===== src/design/udra_defs.svh =====
// Timing counts and line-level codes for the resume and attach controller.
// Assumes a 250 MHz system clock; included by bare name.
`ifndef UDRA_DEFS_SVH
`define UDRA_DEFS_SVH
// Clock period in picoseconds.
`define UDRA_CLK_PS 4000
// PLL power-up least time in nanoseconds, and cycles rounded up.
`define UDRA_PLL_NS 250000
`define UDRA_PLL_CYC ((`UDRA_PLL_NS * 1000 + `UDRA_CLK_PS - 1) / `UDRA_CLK_PS)
// Two low-speed bit times in picoseconds, and cycles rounded down.
`define UDRA_HS_DLY_PS 1330000
`define UDRA_HS_DLY_CYC (`UDRA_HS_DLY_PS / `UDRA_CLK_PS)
// Line level codes.
`define UDRA_LINE_SE0 2'h0
`define UDRA_LINE_J 2'h1
`define UDRA_LINE_K 2'h2
// Power-state codes.
`define UDRA_PS_SLEEP 2'h0
`define UDRA_PS_ACTIVE 2'h3
// Transceiver choices: speed 1 is full speed, termination 0 is high speed.
`define UDRA_XCVR_FS 1'h1
`define UDRA_XCVR_HS 1'h0
`endif


===== src/design/udra_pkg.sv =====
// Types shared by the resume and attach controller.
// Assumes udra_defs.svh is compiled alongside.
package udra_pkg;
  typedef enum logic [3:0] {
    UDRA_IDLE = 4'h1,
    UDRA_WAIT_K = 4'h2,
    UDRA_RESTORE = 4'h4,
    UDRA_HS_WAIT = 4'h8
  } udra_state_t;
endpackage


===== src/design/udra_sync.sv =====
// Three-stage synchroniser with agreement filter for one pin input.
// Assumes a free clock and asynchronous active-low reset.
`timescale 1ns/1ps
module udra_sync (
  input wire logic clk,
  input wire logic rst_n,
  input wire logic ce,
  input wire logic d,
  output logic q
);
  logic [2:0] s_reg;
  logic q_reg;

  ////////////////////////////////////////////////////////////////
  // Stage one feeds only stage two; output moves once stages two and three agree.
  always_ff @(posedge clk or negedge rst_n) begin
    if (!rst_n) begin
      s_reg <= 3'h0;
      q_reg <= 1'h0;
    end else if (ce) begin
      s_reg <= {s_reg[1:0], d};
      if (s_reg[1] == s_reg[2]) begin
        q_reg <= s_reg[2];
      end
    end
  end

  assign q = q_reg;
endmodule


===== src/design/udra_ctrl.sv =====
// Device-side resume detection, speed restore and attach status logic.
// Assumes firmware bits arrive on CLK_SYS; line level and bus power are pins.
`timescale 1ns/1ps
`include "udra_defs.svh"

// Notes on behaviour
// - Resume in suspend sets non-idle status.
// - Non-idle status and enables raise interrupt.
// - J idles in suspend; K means wakeup.
// - Go-active: active state after PLL time.
// - K after suspend exit sets restore flag.
// - K ends: restore speed, clear restore flag.
// - High speed returns 1.33 us after K.
// - Resume end sets restore-complete, gated interrupt.
// - Negotiator ignores cable attach and detach.
// - Bus power pin sets bus-power status.
// - Host reset later; firmware disables bus detect.
module udra_ctrl (
  input wire logic CLK_SYS,
  input wire logic RST_N,
  input wire logic CE,
  input wire logic [1:0] BUS_LINE_LEVEL,
  input wire logic BUS_POWER_INPUT_PIN,
  input wire logic IN_SUSPEND_CONTROL,
  input wire logic GO_ACTIVE_REQUEST,
  input wire logic SLEEP_REQUEST,
  input wire logic NEGO_ENABLE,
  input wire logic PRE_SUSPEND_HS,
  input wire logic FW_TRANSCEIVER_SPEED_CHOICE,
  input wire logic FW_TERMINATION_CHOICE,
  input wire logic NON_IDLE_LINE_CLEAR,
  input wire logic RESTORE_COMPLETE_CLEAR,
  input wire logic NON_IDLE_LINE_IRQ_ENABLE,
  input wire logic RESTORE_COMPLETE_IRQ_ENABLE,
  input wire logic SIE_GROUP_IRQ_ENABLE,
  input wire logic DEVICE_GROUP_TOP_IRQ_ENABLE,
  output logic NON_IDLE_LINE_STATUS,
  output logic RESTORE_COMPLETE_STATUS,
  output logic RESTORE_IN_PROGRESS_FLAG,
  output logic BUS_POWER_STATUS,
  output logic [1:0] LINE_LEVEL_STATUS,
  output logic [1:0] POWER_STATE_FIELD,
  output logic CLOCK_ACTIVE,
  output logic TRANSCEIVER_SPEED_CHOICE,
  output logic TERMINATION_CHOICE,
  output logic HS_MODE,
  output logic INTERRUPT_REQUEST_OUT
);
  import udra_pkg::*;

  localparam logic [16:0] PLL_CYC = 17'(`UDRA_PLL_CYC);
  localparam logic [16:0] HS_CYC = 17'(`UDRA_HS_DLY_CYC);

  typedef struct packed {
    udra_state_t st;
    logic [16:0] cnt;
    logic pll_busy;
    logic [16:0] pll_cnt;
    logic [1:0] pstate;
    logic [1:0] line;
    logic non_idle;
    logic restore_cmp;
    logic restore_flag;
    logic speed_hold;
    logic speed;
    logic term;
    logic hs;
    logic irq;
  } udra_regs_t;

  udra_regs_t r_reg;
  udra_regs_t r_next;
  logic [1:0] line_sync;
  logic vbus_sync;
  logic line_k;

  ////////////////////////////////////////////////////////////////
  // Pin inputs cross into CLK_SYS through filtered synchronisers.
  for (genvar i = 0; i < 2; i++) begin : g_line
    udra_sync u_line (
      .clk(CLK_SYS),
      .rst_n(RST_N),
      .ce(CE),
      .d(BUS_LINE_LEVEL[i]),
      .q(line_sync[i])
    );
  end

  udra_sync u_vbus (
    .clk(CLK_SYS),
    .rst_n(RST_N),
    .ce(CE),
    .d(BUS_POWER_INPUT_PIN),
    .q(vbus_sync)
  );

  assign line_k = (line_sync == `UDRA_LINE_K);

  ////////////////////////////////////////////////////////////////
  // Next-state logic for power state, negotiator and statuses.
  always_comb begin
    r_next = r_reg;
    r_next.line = line_sync;
    // Power management: the clock only starts once the PLL time has run.
    if (SLEEP_REQUEST && !GO_ACTIVE_REQUEST) begin
      r_next.pstate = `UDRA_PS_SLEEP;
      r_next.pll_busy = 1'h0;
    end else if (GO_ACTIVE_REQUEST && r_reg.pstate != `UDRA_PS_ACTIVE && !r_reg.pll_busy) begin
      r_next.pll_busy = 1'h1;
      r_next.pll_cnt = 17'h00000;
    end else if (r_reg.pll_busy) begin
      if (r_reg.pll_cnt >= PLL_CYC) begin
        r_next.pll_busy = 1'h0;
        r_next.pstate = `UDRA_PS_ACTIVE;
      end else begin
        r_next.pll_cnt = r_reg.pll_cnt + 17'h00001;
      end
    end
    // Sticky statuses: a clear in the same cycle as an event loses.
    if (NON_IDLE_LINE_CLEAR) begin
      r_next.non_idle = 1'h0;
    end
    if (RESTORE_COMPLETE_CLEAR) begin
      r_next.restore_cmp = 1'h0;
    end
    if (IN_SUSPEND_CONTROL && NEGO_ENABLE && line_k) begin
      r_next.non_idle = 1'h1;
    end
    // Transceiver choices follow firmware unless a restore holds them; the
    // negotiator never acts on attach or detach itself.
    if (!r_reg.speed_hold) begin
      r_next.speed = FW_TRANSCEIVER_SPEED_CHOICE;
      r_next.term = FW_TERMINATION_CHOICE;
    end
    case (r_reg.st)
      UDRA_IDLE: begin
        if (NEGO_ENABLE && IN_SUSPEND_CONTROL) begin
          r_next.st = UDRA_WAIT_K;
          r_next.hs = 1'h0;
        end
      end
      UDRA_WAIT_K: begin
        if (!NEGO_ENABLE) begin
          r_next.st = UDRA_IDLE;
        end else if (!IN_SUSPEND_CONTROL && line_k && r_reg.pstate == `UDRA_PS_ACTIVE) begin
          r_next.restore_flag = 1'h1;
          r_next.speed_hold = 1'h1;
          r_next.st = UDRA_RESTORE;
        end
      end
      UDRA_RESTORE: begin
        if (!line_k) begin
          r_next.speed = PRE_SUSPEND_HS ? `UDRA_XCVR_HS : `UDRA_XCVR_FS;
          r_next.term = PRE_SUSPEND_HS ? `UDRA_XCVR_HS : `UDRA_XCVR_FS;
          r_next.restore_flag = 1'h0;
          r_next.cnt = 17'h00000;
          r_next.st = UDRA_HS_WAIT;
        end
      end
      UDRA_HS_WAIT: begin
        if (r_reg.cnt >= HS_CYC - 17'h00001) begin
          r_next.hs = PRE_SUSPEND_HS;
          r_next.restore_cmp = 1'h1;
          r_next.speed_hold = 1'h0;
          r_next.st = UDRA_IDLE;
        end else begin
          r_next.cnt = r_reg.cnt + 17'h00001;
        end
      end
      default: begin
        r_next.st = UDRA_IDLE;
      end
    endcase
    // Interrupt uses next statuses so it rises with the status bit.
    r_next.irq = DEVICE_GROUP_TOP_IRQ_ENABLE && SIE_GROUP_IRQ_ENABLE &&
                 ((r_next.non_idle && NON_IDLE_LINE_IRQ_ENABLE) ||
                  (r_next.restore_cmp && RESTORE_COMPLETE_IRQ_ENABLE));
  end

  ////////////////////////////////////////////////////////////////
  // All state registers; clock enable freezes everything.
  always_ff @(posedge CLK_SYS or negedge RST_N) begin
    if (!RST_N) begin
      r_reg <= '{st: UDRA_IDLE, cnt: 17'h00000, pll_busy: 1'h0, pll_cnt: 17'h00000,
                 pstate: `UDRA_PS_SLEEP, line: `UDRA_LINE_SE0, non_idle: 1'h0,
                 restore_cmp: 1'h0, restore_flag: 1'h0, speed_hold: 1'h0,
                 speed: `UDRA_XCVR_FS, term: `UDRA_XCVR_HS, hs: 1'h0, irq: 1'h0};
    end else if (CE) begin
      r_reg <= r_next;
    end
  end

  ////////////////////////////////////////////////////////////////
  // Outputs come straight from flip-flops; CLOCK_ACTIVE is decoded from the power state.
  assign NON_IDLE_LINE_STATUS = r_reg.non_idle;
  assign RESTORE_COMPLETE_STATUS = r_reg.restore_cmp;
  assign RESTORE_IN_PROGRESS_FLAG = r_reg.restore_flag;
  assign BUS_POWER_STATUS = vbus_sync;
  assign LINE_LEVEL_STATUS = r_reg.line;
  assign POWER_STATE_FIELD = r_reg.pstate;
  assign CLOCK_ACTIVE = (r_reg.pstate == `UDRA_PS_ACTIVE);
  assign TRANSCEIVER_SPEED_CHOICE = r_reg.speed;
  assign TERMINATION_CHOICE = r_reg.term;
  assign HS_MODE = r_reg.hs;
  assign INTERRUPT_REQUEST_OUT = r_reg.irq;
endmodule


===== config.mk =====
export PLATFORM = sky130hd
export DESIGN_NAME = udra_ctrl
export DESIGN_NICKNAME = d
export VERILOG_FILES = /design/src/design/udra_pkg.sv /design/src/design/udra_sync.sv /design/src/design/udra_ctrl.sv
export VERILOG_INCLUDE_DIRS = /design/src /design/src/design
export SDC_FILE = /design/constraint.sdc
export NUM_CORES = 1
export LEC_CHECK = 0
export BUFFER_PORTS_ARGS = -buffer_cell sky130_fd_sc_hd__buf_4
export CAP_MARGIN = 30
export CORE_MARGIN = 2
export CORE_UTILIZATION = 52
export DETAILED_ROUTE_END_ITERATION = 8
export PLACE_DENSITY = 0.8
export SYNTH_ARGS = -nofsm -noshare
export SYNTH_HDL_FRONTEND = slang
export SYNTH_HIERARCHICAL = 1
export SYNTH_SLANG_ARGS = --single-unit

===== constraint.sdc =====
create_clock -name CLK_SYS -period 2.5 [get_ports CLK_SYS]
set_input_delay 0.25 -clock CLK_SYS [delete_from_list [all_inputs] [get_ports CLK_SYS]]
set_output_delay 0.25 -clock CLK_SYS [all_outputs]
set_load 0.02 [all_outputs]

==> flow_summary.json, run 1 <==
{
  "status": "finished, violations left",
  "violations": "negative hold slack",
  "synth-edff-count": 0,
  "synth_most_common_cell": "dfrtp_1",
  "post_cts_resized": 0,
  "cts_tree": "yes",
  "portBuffers": 31,
  "post_cts_buffers": 0,
  "place_hpwl_um": 4590,
  "numCtsBuffers": 9,
  "grt_pass1_vias": 2476,
  "worstSkewPairLatency_ns": 0.34,
  "setup_viol": 0,
  "path_clk_slew_ns": 0.07,
  "cp_max_fo": 4,
  "cts_num_sinks": 62,
  "multi_input_comb_area_mm2": 0.00150,
  "crit_path_start_kind": "flip-flop",
  "syn_to_final_growth_pct": 16.0,
  "holdWs_ns": -0.0241,
  "fin_skew_ns": 0.0110,
  "synth_area_leaders": "dfrtp_1 (47%), mux2_2 (4.6%), nand2_1 (3.4%), a21oi_1 (2.7%), nor2_1 (2.6%)",
  "initial_core_util": 0.538,
  "holdBufCountCts": 0,
  "gp_congestion": 0.799,
  "antenna_cells": 0,
  "vias": 2552,
  "cellLeakagePower_nw": 1.64,
  "cp.arrival_ns": 2.48,
  "pin_count": 32,
  "rsz0062_at_grt": "no",
  "ys.flop_type": "dfrtp_1",
  "ys_seq_elements": 62,
  "first_iter_violations": 143,
  "power_density_mw_per_mm2": 802,
  "vias_per_cell": 5.84,
  "die_area_mm2": 0.00676,
  "fin_cells": 437,
  "crit_end": "r_reg[34]",
  "wirelength_um": 6720,
  "cp-startpoint": "r_reg[30]",
  "fmax_mhz": 456,
  "grt_overflow_total": 0,
  "slew_violations": 0,
  "period_minus_slack_ns": 2.19,
  "die_w_um": 82.2,
  "dpl-instance-area_mm2": 0.00347,
  "yosysTopAreaCell": "dfrtp_1",
  "worst_slew_pin_slew_ns": 0.772,
  "final_util": 0.624,
  "rrSetupSlack_ns": 0.31,
  "relSlewSlack": 0.486,
  "hold_path.class": "in2async",
  "final_area_mm2": 0.00369,
  "largest_reg_flops": 40,
  "grtUsageTotal": 0.222,
  "clockRootBuffer": "clkbuf_8",
  "final_layout_size_suffix_gt1_frac": 0.202,
  "peakVddDrop_uv": 461,
  "antenna_found_initial": 0,
  "required_ns": 2.78,
  "cts-htree-levels": 3,
  "yosysTopAreaCellShare": 0.472,
  "ys_seq_area_frac": 0.488,
  "cts_buffer_depth": 2,
  "r2r-start": "r_reg[30]",
  "ant_nets": 0,
  "seqCellArea_mm2": 0.00155,
  "synthTopCellsByCount": "dfrtp_1 (60), nand2_1 (29), nor2_1 (22)",
  "fill_cells": 492,
  "grt_pass1_wl_um": 11300,
  "coreArea_mm2": 0.00592,
  "r2r-end": "r_reg[34]",
  "grt_max_degree": 63,
  "p_total_mw": 2.96,
  "fin_nets": 380,
  "rows": 28,
  "yosysWarnings": 6,
  "synthArstFlopShare": 1.00,
  "dp_cells": 422,
  "wire_per_inst_um": 15.4,
  "dr.pass1.iters": 4,
  "fin_crit_sh": 0.876,
  "synthCells": 325,
  "cap_violations": 0,
  "worstSetupPathType": "reg2reg",
  "synth_area_per_cell_um2": 9.79,
  "end_kind": "flip-flop",
  "die_height_um": 82.2,
  "synth.distinct_cells": 50,
  "fin_tns_setup_ns": 0,
  "syn_nets": 347,
  "r2r.worst_path.cells": 6,
  "drc_errors": 0,
  "synth_area_mm2": 0.00318,
  "hold_viol": 9
}
-- per-layer routing --
metal / GRT usage / part of all wire / up-vias
met1: 0.276 / 0.46 / 1247
met3: 0.0489 / 0.030 / 8
met4: 0.0950 / 0.014 / 0
met2: 0.373 / 0.50 / 38
li1: - / - / 1259
met5: 0 / 0 / -
-- worst min path at each step --
stage,start,to,slack [ns],depth (start not counted)
2_1_floorplan,RST_N,HS_MODE,-0.05,0
3_5_place_dp,RST_N,RESTORE_IN_PROGRESS_FLAG,0.38,1
5_1_grt,RST_N,RESTORE_IN_PROGRESS_FLAG,0.03,1
3_3_place_gp,RST_N,RESTORE_IN_PROGRESS_FLAG,0.37,1
4_1_cts,RST_N,RESTORE_IN_PROGRESS_FLAG,0.004,1
6_report,RST_N,RESTORE_IN_PROGRESS_FLAG,-0.02,1
-- area by class of cell --
type / count / share of cell area
Clock inverter: 4 / 0.0190
Clock buffer: 11 / 0.0410
Sequential cell: 62 / 0.421
Timing Repair Buffer: 36 / 0.0732
Inverter: 13 / 0.0132
Tap cell: 75 / 0.0254
Multi-Input combinational cell: 236 / 0.407
-- per-stage QoR --
| stage | hold WS [ns] | setup slack (ns) |
|---|---|---|
| after floorplan | -0.0456 | 0.392 |
| after global placement | 0.373 | 0.358 |
| after CTS | 0.00421 | 0.311 |
| after detailed placement | 0.384 | 0.328 |
| after global routing | 0.0300 | 0.230 |
| final | -0.0241 | 0.309 |
-- cell usage in the layout, fill, tap and decap left out, types with 11 or more instances in the layout --
cell      synthesis  routed
dfrtp_1          60      60
buf_4             5      36
nand2_1          29      29
nor2_1           22      22
a21oi_1          17      17
nand3_1          15      15
o21ai_0          15      15
mux2_2           13      13
inv_1            12      12
and2_1           12      12
nand2b_1         12      12
clkbuf_8          0      11
-- worst max-delay path: stages, from the launching register on --
cell and delay [ns]:
dfrtp_1 0.40, ha_1 0.24, or3_1 0.39, o221a_1 0.26, or4_4 0.52, a211o_1 0.28
nand2_1 0.06
-- report_power, final --
part / total (mW) / internal (mW) / switching [mW] / leakage (nW)
logic: 0.631 / 0.304 / 0.327 / 0.747
clock network: 0.984 / 0.607 / 0.377 / 0.115
registers: 1.35 / 1.17 / 0.177 / 0.778
-- cells by family after synthesis --
logic type,count (synthesis),share of synthesized area
adders and majority gates,3,0.0118
and+or+nand+nor,133,0.222
AOI/OAI and AO/OA,83,0.180
buffers and inverters,27,0.0393
DFF,62,0.488
muxes,17,0.0586
(Power assumes the default switching activity.)
==> run 2: changes to the inputs <==
--- a/config.mk
+++ b/config.mk
@@ -11,7 +11,7 @@
 export CORE_MARGIN = 2
 export CORE_UTILIZATION = 52
 export DETAILED_ROUTE_END_ITERATION = 8
-export PLACE_DENSITY = 0.8
+export PLACE_DENSITY = 0.81
 export SYNTH_ARGS = -nofsm -noshare
 export SYNTH_HDL_FRONTEND = slang
 export SYNTH_HIERARCHICAL = 1
==> run 2 against run 1 <==
The flow still finishes with violations (negative hold slack). Flip-flop and latch count is the same. Fmax about the same. Final area is 0.54% lower. Worst hold slack better by 0.0099 ns. Via count grew 2.2%. Clock power down 17%. Total power down 5.7%. Combinational power grew 2%. Sequential power about the same. Global-route usage is 0.55 points higher. Clock skew is 0.0040 ns lower. Sequential share of layout area is 0.23 points higher. Largest cell class unchanged. Largest power group unchanged.
==> flow_summary.json, run 2 (synthesis gave the netlist of run 1 again) <==
{
  "numCtsBuffers": 9,
  "layout_setup_ws_ns": 0.307,
  "cp_slowest_cell": "or4_4",
  "hold_path.class": "in2async",
  "cp.arrival_ns": 2.47,
  "cp_max_fo": 4,
  "coreArea_mm2": 0.00592,
  "slew_violations": 0,
  "power_density_mw_per_mm2": 761,
  "grt_max_degree": 63,
  "grt_pass1_vias": 2515,
  "relSlewSlack": 0.484,
  "final_common_cell": "dfrtp_1",
  "cts_num_sinks": 62,
  "worstSetupPathType": "reg2reg",
  "fmax_mhz": 456,
  "path_buf_inv": 0,
  "path_clk_slew_ns": 0.06,
  "syn_to_final_growth_pct": 15.4,
  "grtUsageTotal": 0.228,
  "holdWs_ns": -0.0142,
  "crit_family": "simple AND/OR/NAND/NOR gates",
  "seqCellArea_mm2": 0.00155,
  "fin_cells": 440,
  "worstSkewPairLatency_ns": 0.34,
  "die_w_um": 82.2,
  "vias": 2608,
  "violations": "negative hold slack",
  "post_cts_buffers": 0,
  "antenna_cells": 0,
  "setup_viol": 0,
  "cts-htree-levels": 3,
  "die_area_mm2": 0.00676,
  "portBuffers": 31,
  "fin_skew_ns": 0.00696,
  "grt_pass1_wl_um": 11700,
  "fin_nets": 382,
  "place_ws_ns": 0.320,
  "end_kind": "flip-flop",
  "crit_path_start_kind": "flip-flop",
  "clockRootBuffer": "clkbuf_8",
  "die_height_um": 82.2,
  "post_cts_resized": 0,
  "grt_overflow_total": 0,
  "ant_nets": 0,
  "wirelength_um": 6750,
  "gp_congestion": 0.822,
  "initial_core_util": 0.538,
  "multi_input_comb_area_mm2": 0.00150,
  "cts_buffer_depth": 2,
  "largest_reg_flops": 40,
  "pin_count": 32,
  "peakVddDrop_uv": 499,
  "cpPeakStageDelay_ns": 0.53,
  "dp_cells": 424,
  "status": "finished, violations left",
  "cts_tree": "yes",
  "period_minus_slack_ns": 2.19,
  "cap_violations": 0,
  "holdBufCountCts": 0,
  "required_ns": 2.78,
  "hold_viol": 6,
  "antenna_found_initial": 0,
  "first_iter_violations": 155,
  "worst_slew_pin_slew_ns": 0.775,
  "cellLeakagePower_nw": 1.63,
  "rsz0062_at_grt": "no",
  "final_layout_size_suffix_gt1_frac": 0.205,
  "rows": 28,
  "vias_per_cell": 5.93,
  "path_cells": "ha_1 -> or3_1 -> o221a_1 -> or4_4 -> a211o_1 -> nand2_1",
  "dr.pass1.iters": 4,
  "fin_tns_setup_ns": 0,
  "fill_cells": 492,
  "wire_per_inst_um": 15.3,
  "layout_common_cells": "dfrtp_1 (60), buf_4 (38), nand2_1 (29)",
  "drc_errors": 0,
  "fin_crit_sh": 0.877,
  "place_hpwl_um": 4690
}
[run 2: changes by cell type in the layout (fill, tap and decap cells not counted), sizes merged]
cell	delta
clkinvlp	+1
bufinv	-2
buf	+2
clkbuf	+2
[run 2: final cells by class]
class	instances	share of cell area
inverters	13	0.0133
well taps	75	0.0256
flip-flops and latches	62	0.423
multi-input cells	236	0.410
repair buffers	38	0.0777
clock inverters	3	0.00477
clock buffers	13	0.0460
[run 2: path summary, 6_finish.rpt]
check | cells past startpoint | endpoint | startpoint | slack [ns]
min in group CLK_SYS | 2 | g_line[0].u_line/s_reg[0] | BUS_LINE_LEVEL[0] | 0.14
setup reg to reg | 6 | r_reg[34] | r_reg[30] | 0.31
max in group asynchronous | 1 | g_line[1].u_line/s_reg[2] | RST_N | 2.01
hold reg to reg | 1 | r_reg[42] | r_reg[42] | 0.49
hold / removal | 1 | RESTORE_IN_PROGRESS_FLAG | RST_N | -0.01
setup / recovery | 6 | r_reg[34] | r_reg[30] | 0.31
[run 2: where the power goes]
part | internal (mW) | leakage [nW] | switching, mW
Sequential | 1.17 | 0.778 | 0.169
Combinational | 0.307 | 0.756 | 0.336
Clock | 0.438 | 0.0954 | 0.374
Total | 1.92 | 1.63 | 0.879
[run 2: per-layer routing]
layer	vias to the layer above	track usage	routed length (µm)
met5	-	0	0
met4	0	0.0933	133
met3	16	0.0641	324
met2	69	0.364	3230
met1	1265	0.291	3070
li1	1258	-	-
[run 2: worst reg2reg max path, stage by stage (launching register included)]
cell and delay, ns:
dfrtp_1 0.40, ha_1 0.24, or3_1 0.39, o221a_1 0.25, or4_4 0.53, a211o_1 0.27
nand2_1 0.06
[run 2: through the flow]
step	hold slack (ns)	cell area, µm²	utilization	power [mW]
global route	0.0412	3670	0.620	2.97
detailed placement	0.383	3490	0.589	2.00
global placement	0.379	3490	0.589	1.96
finish	-0.0142	3670	0.620	2.79
CTS	0.0181	3670	0.620	2.82
floorplan	-0.0456	3180	-	1.78
==> run 3: changes to the inputs <==
--- a/config.mk
+++ b/config.mk
@@ -12,6 +12,7 @@
 export CORE_UTILIZATION = 52
 export DETAILED_ROUTE_END_ITERATION = 8
 export PLACE_DENSITY = 0.81
+export RECOVER_POWER = 100
 export SYNTH_ARGS = -nofsm -noshare
 export SYNTH_HDL_FRONTEND = slang
 export SYNTH_HIERARCHICAL = 1
==> run 3 against run 2 <==
The flow finishes with violations (max-capacitance violations, max-slew violations). Register-to-register slack got worse by 0.03 ns. Sequential share of layout area rose by 0.69 points. Die area stayed put. Routed wire length shrank 0.86%. Flip-flop and latch count is the same. Sequential power about the same. Fmax fell by 1.3%. Count of clock-buffer cells in the layout unchanged. Setup slack got worse by 0.029 ns. Clock power is essentially flat.
==> flow_summary.json, run 3 (synthesis gave the netlist of run 1 again) <==
{
  "status": "finished, violations left",
  "violations": "max-capacitance violations, max-slew violations",
  "worst_slew_pin_slew_ns": 1.52,
  "required_ns": 2.78,
  "fin_skew_ns": 0.00615,
  "layout_common_cells": "dfrtp_1 (60), nand2_1 (29), buf_4 (23)",
  "post_cts_buffers": 0,
  "end_kind": "flip-flop",
  "antenna_found_initial": 0,
  "setup_viol": 0,
  "internal_power_mw": 1.88,
  "wire_per_inst_um": 15.2,
  "grt_pass1_wl_um": 11700,
  "die_area_mm2": 0.00676,
  "cp-startpoint": "r_reg[30]",
  "grtUsageTotal": 0.228,
  "seqCellArea_mm2": 0.00155,
  "power_switching_mw": 0.878,
  "holdBufCountCts": 0,
  "drc_errors": 0,
  "rrSetupSlack_ns": 0.28,
  "dr.pass1.iters": 5,
  "crit_end": "r_reg[34]",
  "post_cts_resized": 0,
  "path_clk_slew_ns": 0.07,
  "cts-htree-levels": 3,
  "combPwrFrac": 0.222,
  "largest_reg_flops": 40,
  "cts_num_sinks": 62,
  "r2r-start": "r_reg[30]",
  "multi_input_comb_area_mm2": 0.00150,
  "syn_to_final_growth_pct": 13.5,
  "initial_core_util": 0.538,
  "fill_cells": 511,
  "hold_path.class": "in2reg",
  "pwr-share-seq": 0.485,
  "slew_violations": 63,
  "power_density_mw_per_mm2": 764,
  "die_w_um": 82.2,
  "cts_tree": "yes",
  "clockRootBuffer": "clkbuf_8",
  "period_minus_slack_ns": 2.22,
  "fin_crit_sh": 0.889,
  "grt_max_degree": 63,
  "fmax_mhz": 450,
  "r2r-end": "r_reg[34]",
  "portBuffers": 31,
  "final_layout_size_suffix_gt1_frac": 0.164,
  "cellLeakagePower_nw": 1.57,
  "pin_count": 32,
  "gp_congestion": 0.822,
  "worstSkewPairLatency_ns": 0.34,
  "cp.arrival_ns": 2.50,
  "cap_violations": 1,
  "grt_pass1_vias": 2515,
  "first_iter_violations": 173,
  "coreArea_mm2": 0.00592,
  "ant_nets": 0,
  "vias": 2633,
  "wirelength_um": 6690,
  "die_height_um": 82.2,
  "vias_per_cell": 5.98,
  "crit_path_start_kind": "flip-flop",
  "final_util": 0.610,
  "peakVddDrop_uv": 510,
  "swShare": 0.318,
  "grt_overflow_total": 0,
  "place_hpwl_um": 4690,
  "fin_nets": 382,
  "relSlewSlack": -0.0124,
  "p_total_mw": 2.76,
  "rows": 28,
  "antenna_cells": 0,
  "r2r.worst_path.cells": 6,
  "numCtsBuffers": 9,
  "hold_viol": 0,
  "worstSetupPathType": "reg2reg",
  "cts_buffer_depth": 2,
  "final_common_cell": "dfrtp_1",
  "pwr-share-clk": 0.293,
  "fin_tns_setup_ns": 0,
  "cp_max_fo": 4,
  "rsz0062_at_grt": "no"
}
run 3: stage by stage:
stage	instance area, µm²	hold slack, ns	std cells	setup WS (ns)
3_3_place_gp	3490	0.379	424	0.360
6_report	3610	0.143	440	0.278
3_5_place_dp	3490	0.383	424	0.320
5_1_grt	3610	0.127	440	0.207
2_1_floorplan	3180	-0.0456	325	0.392
4_1_cts	3670	0.0181	440	0.312
run 3: worst max-delay path, stage by stage (launching register included):
cell and delay, ns:
dfrtp_1 0.40, ha_1 0.24, or3_1 0.39, o221a_1 0.25, or4_1 0.54, a211o_1 0.28
nand2_1 0.06
run 3: per-layer routing:
metal / GRT usage / routed length, µm / up-vias / part of all wire
li1: - / - / 1257 / -
met1: 0.291 / 2970 / 1271 / 0.44
met2: 0.364 / 3220 / 92 / 0.48
met3: 0.0641 / 378 / 13 / 0.056
met4: 0.0933 / 120 / 0 / 0.018
met5: 0 / 0 / - / 0
run 3: final cells by class:
| cell class | instances | area share |
|---|---|---|
| sequential | 62 | 0.430 |
| multi-input combinational | 236 | 0.415 |
| timing repair buffer | 38 | 0.0637 |
| clock buffer | 13 | 0.0467 |
| tap | 75 | 0.0260 |
| inverter | 13 | 0.0135 |
| clock inverter | 3 | 0.00485 |
run 3: worst min path at each step:
stage | from | end | slack [ns] | cells past startpoint
after CTS | RST_N | INTERRUPT_REQUEST_OUT | 0.02 | 1
after detailed placement | RST_N | r_reg[32] | 0.38 | 1
final | BUS_LINE_LEVEL[0] | g_line[0].u_line/s_reg[0] | 0.14 | 2
after floorplan | RST_N | HS_MODE | -0.05 | 0
after global routing | BUS_LINE_LEVEL[1] | g_line[1].u_line/s_reg[0] | 0.13 | 2
after global placement | RST_N | r_reg[32] | 0.38 | 1
run 3: power groups by stage:
stage                     Sequential, mW  Combinational [mW]  Clock, mW
after floorplan                     1.34               0.442          0
after global placement              1.34               0.617          0
after detailed placement            1.35               0.647          0
after CTS                           1.34               0.650      0.831
after global routing                1.37               0.685      0.885
final                               1.34               0.612      0.810
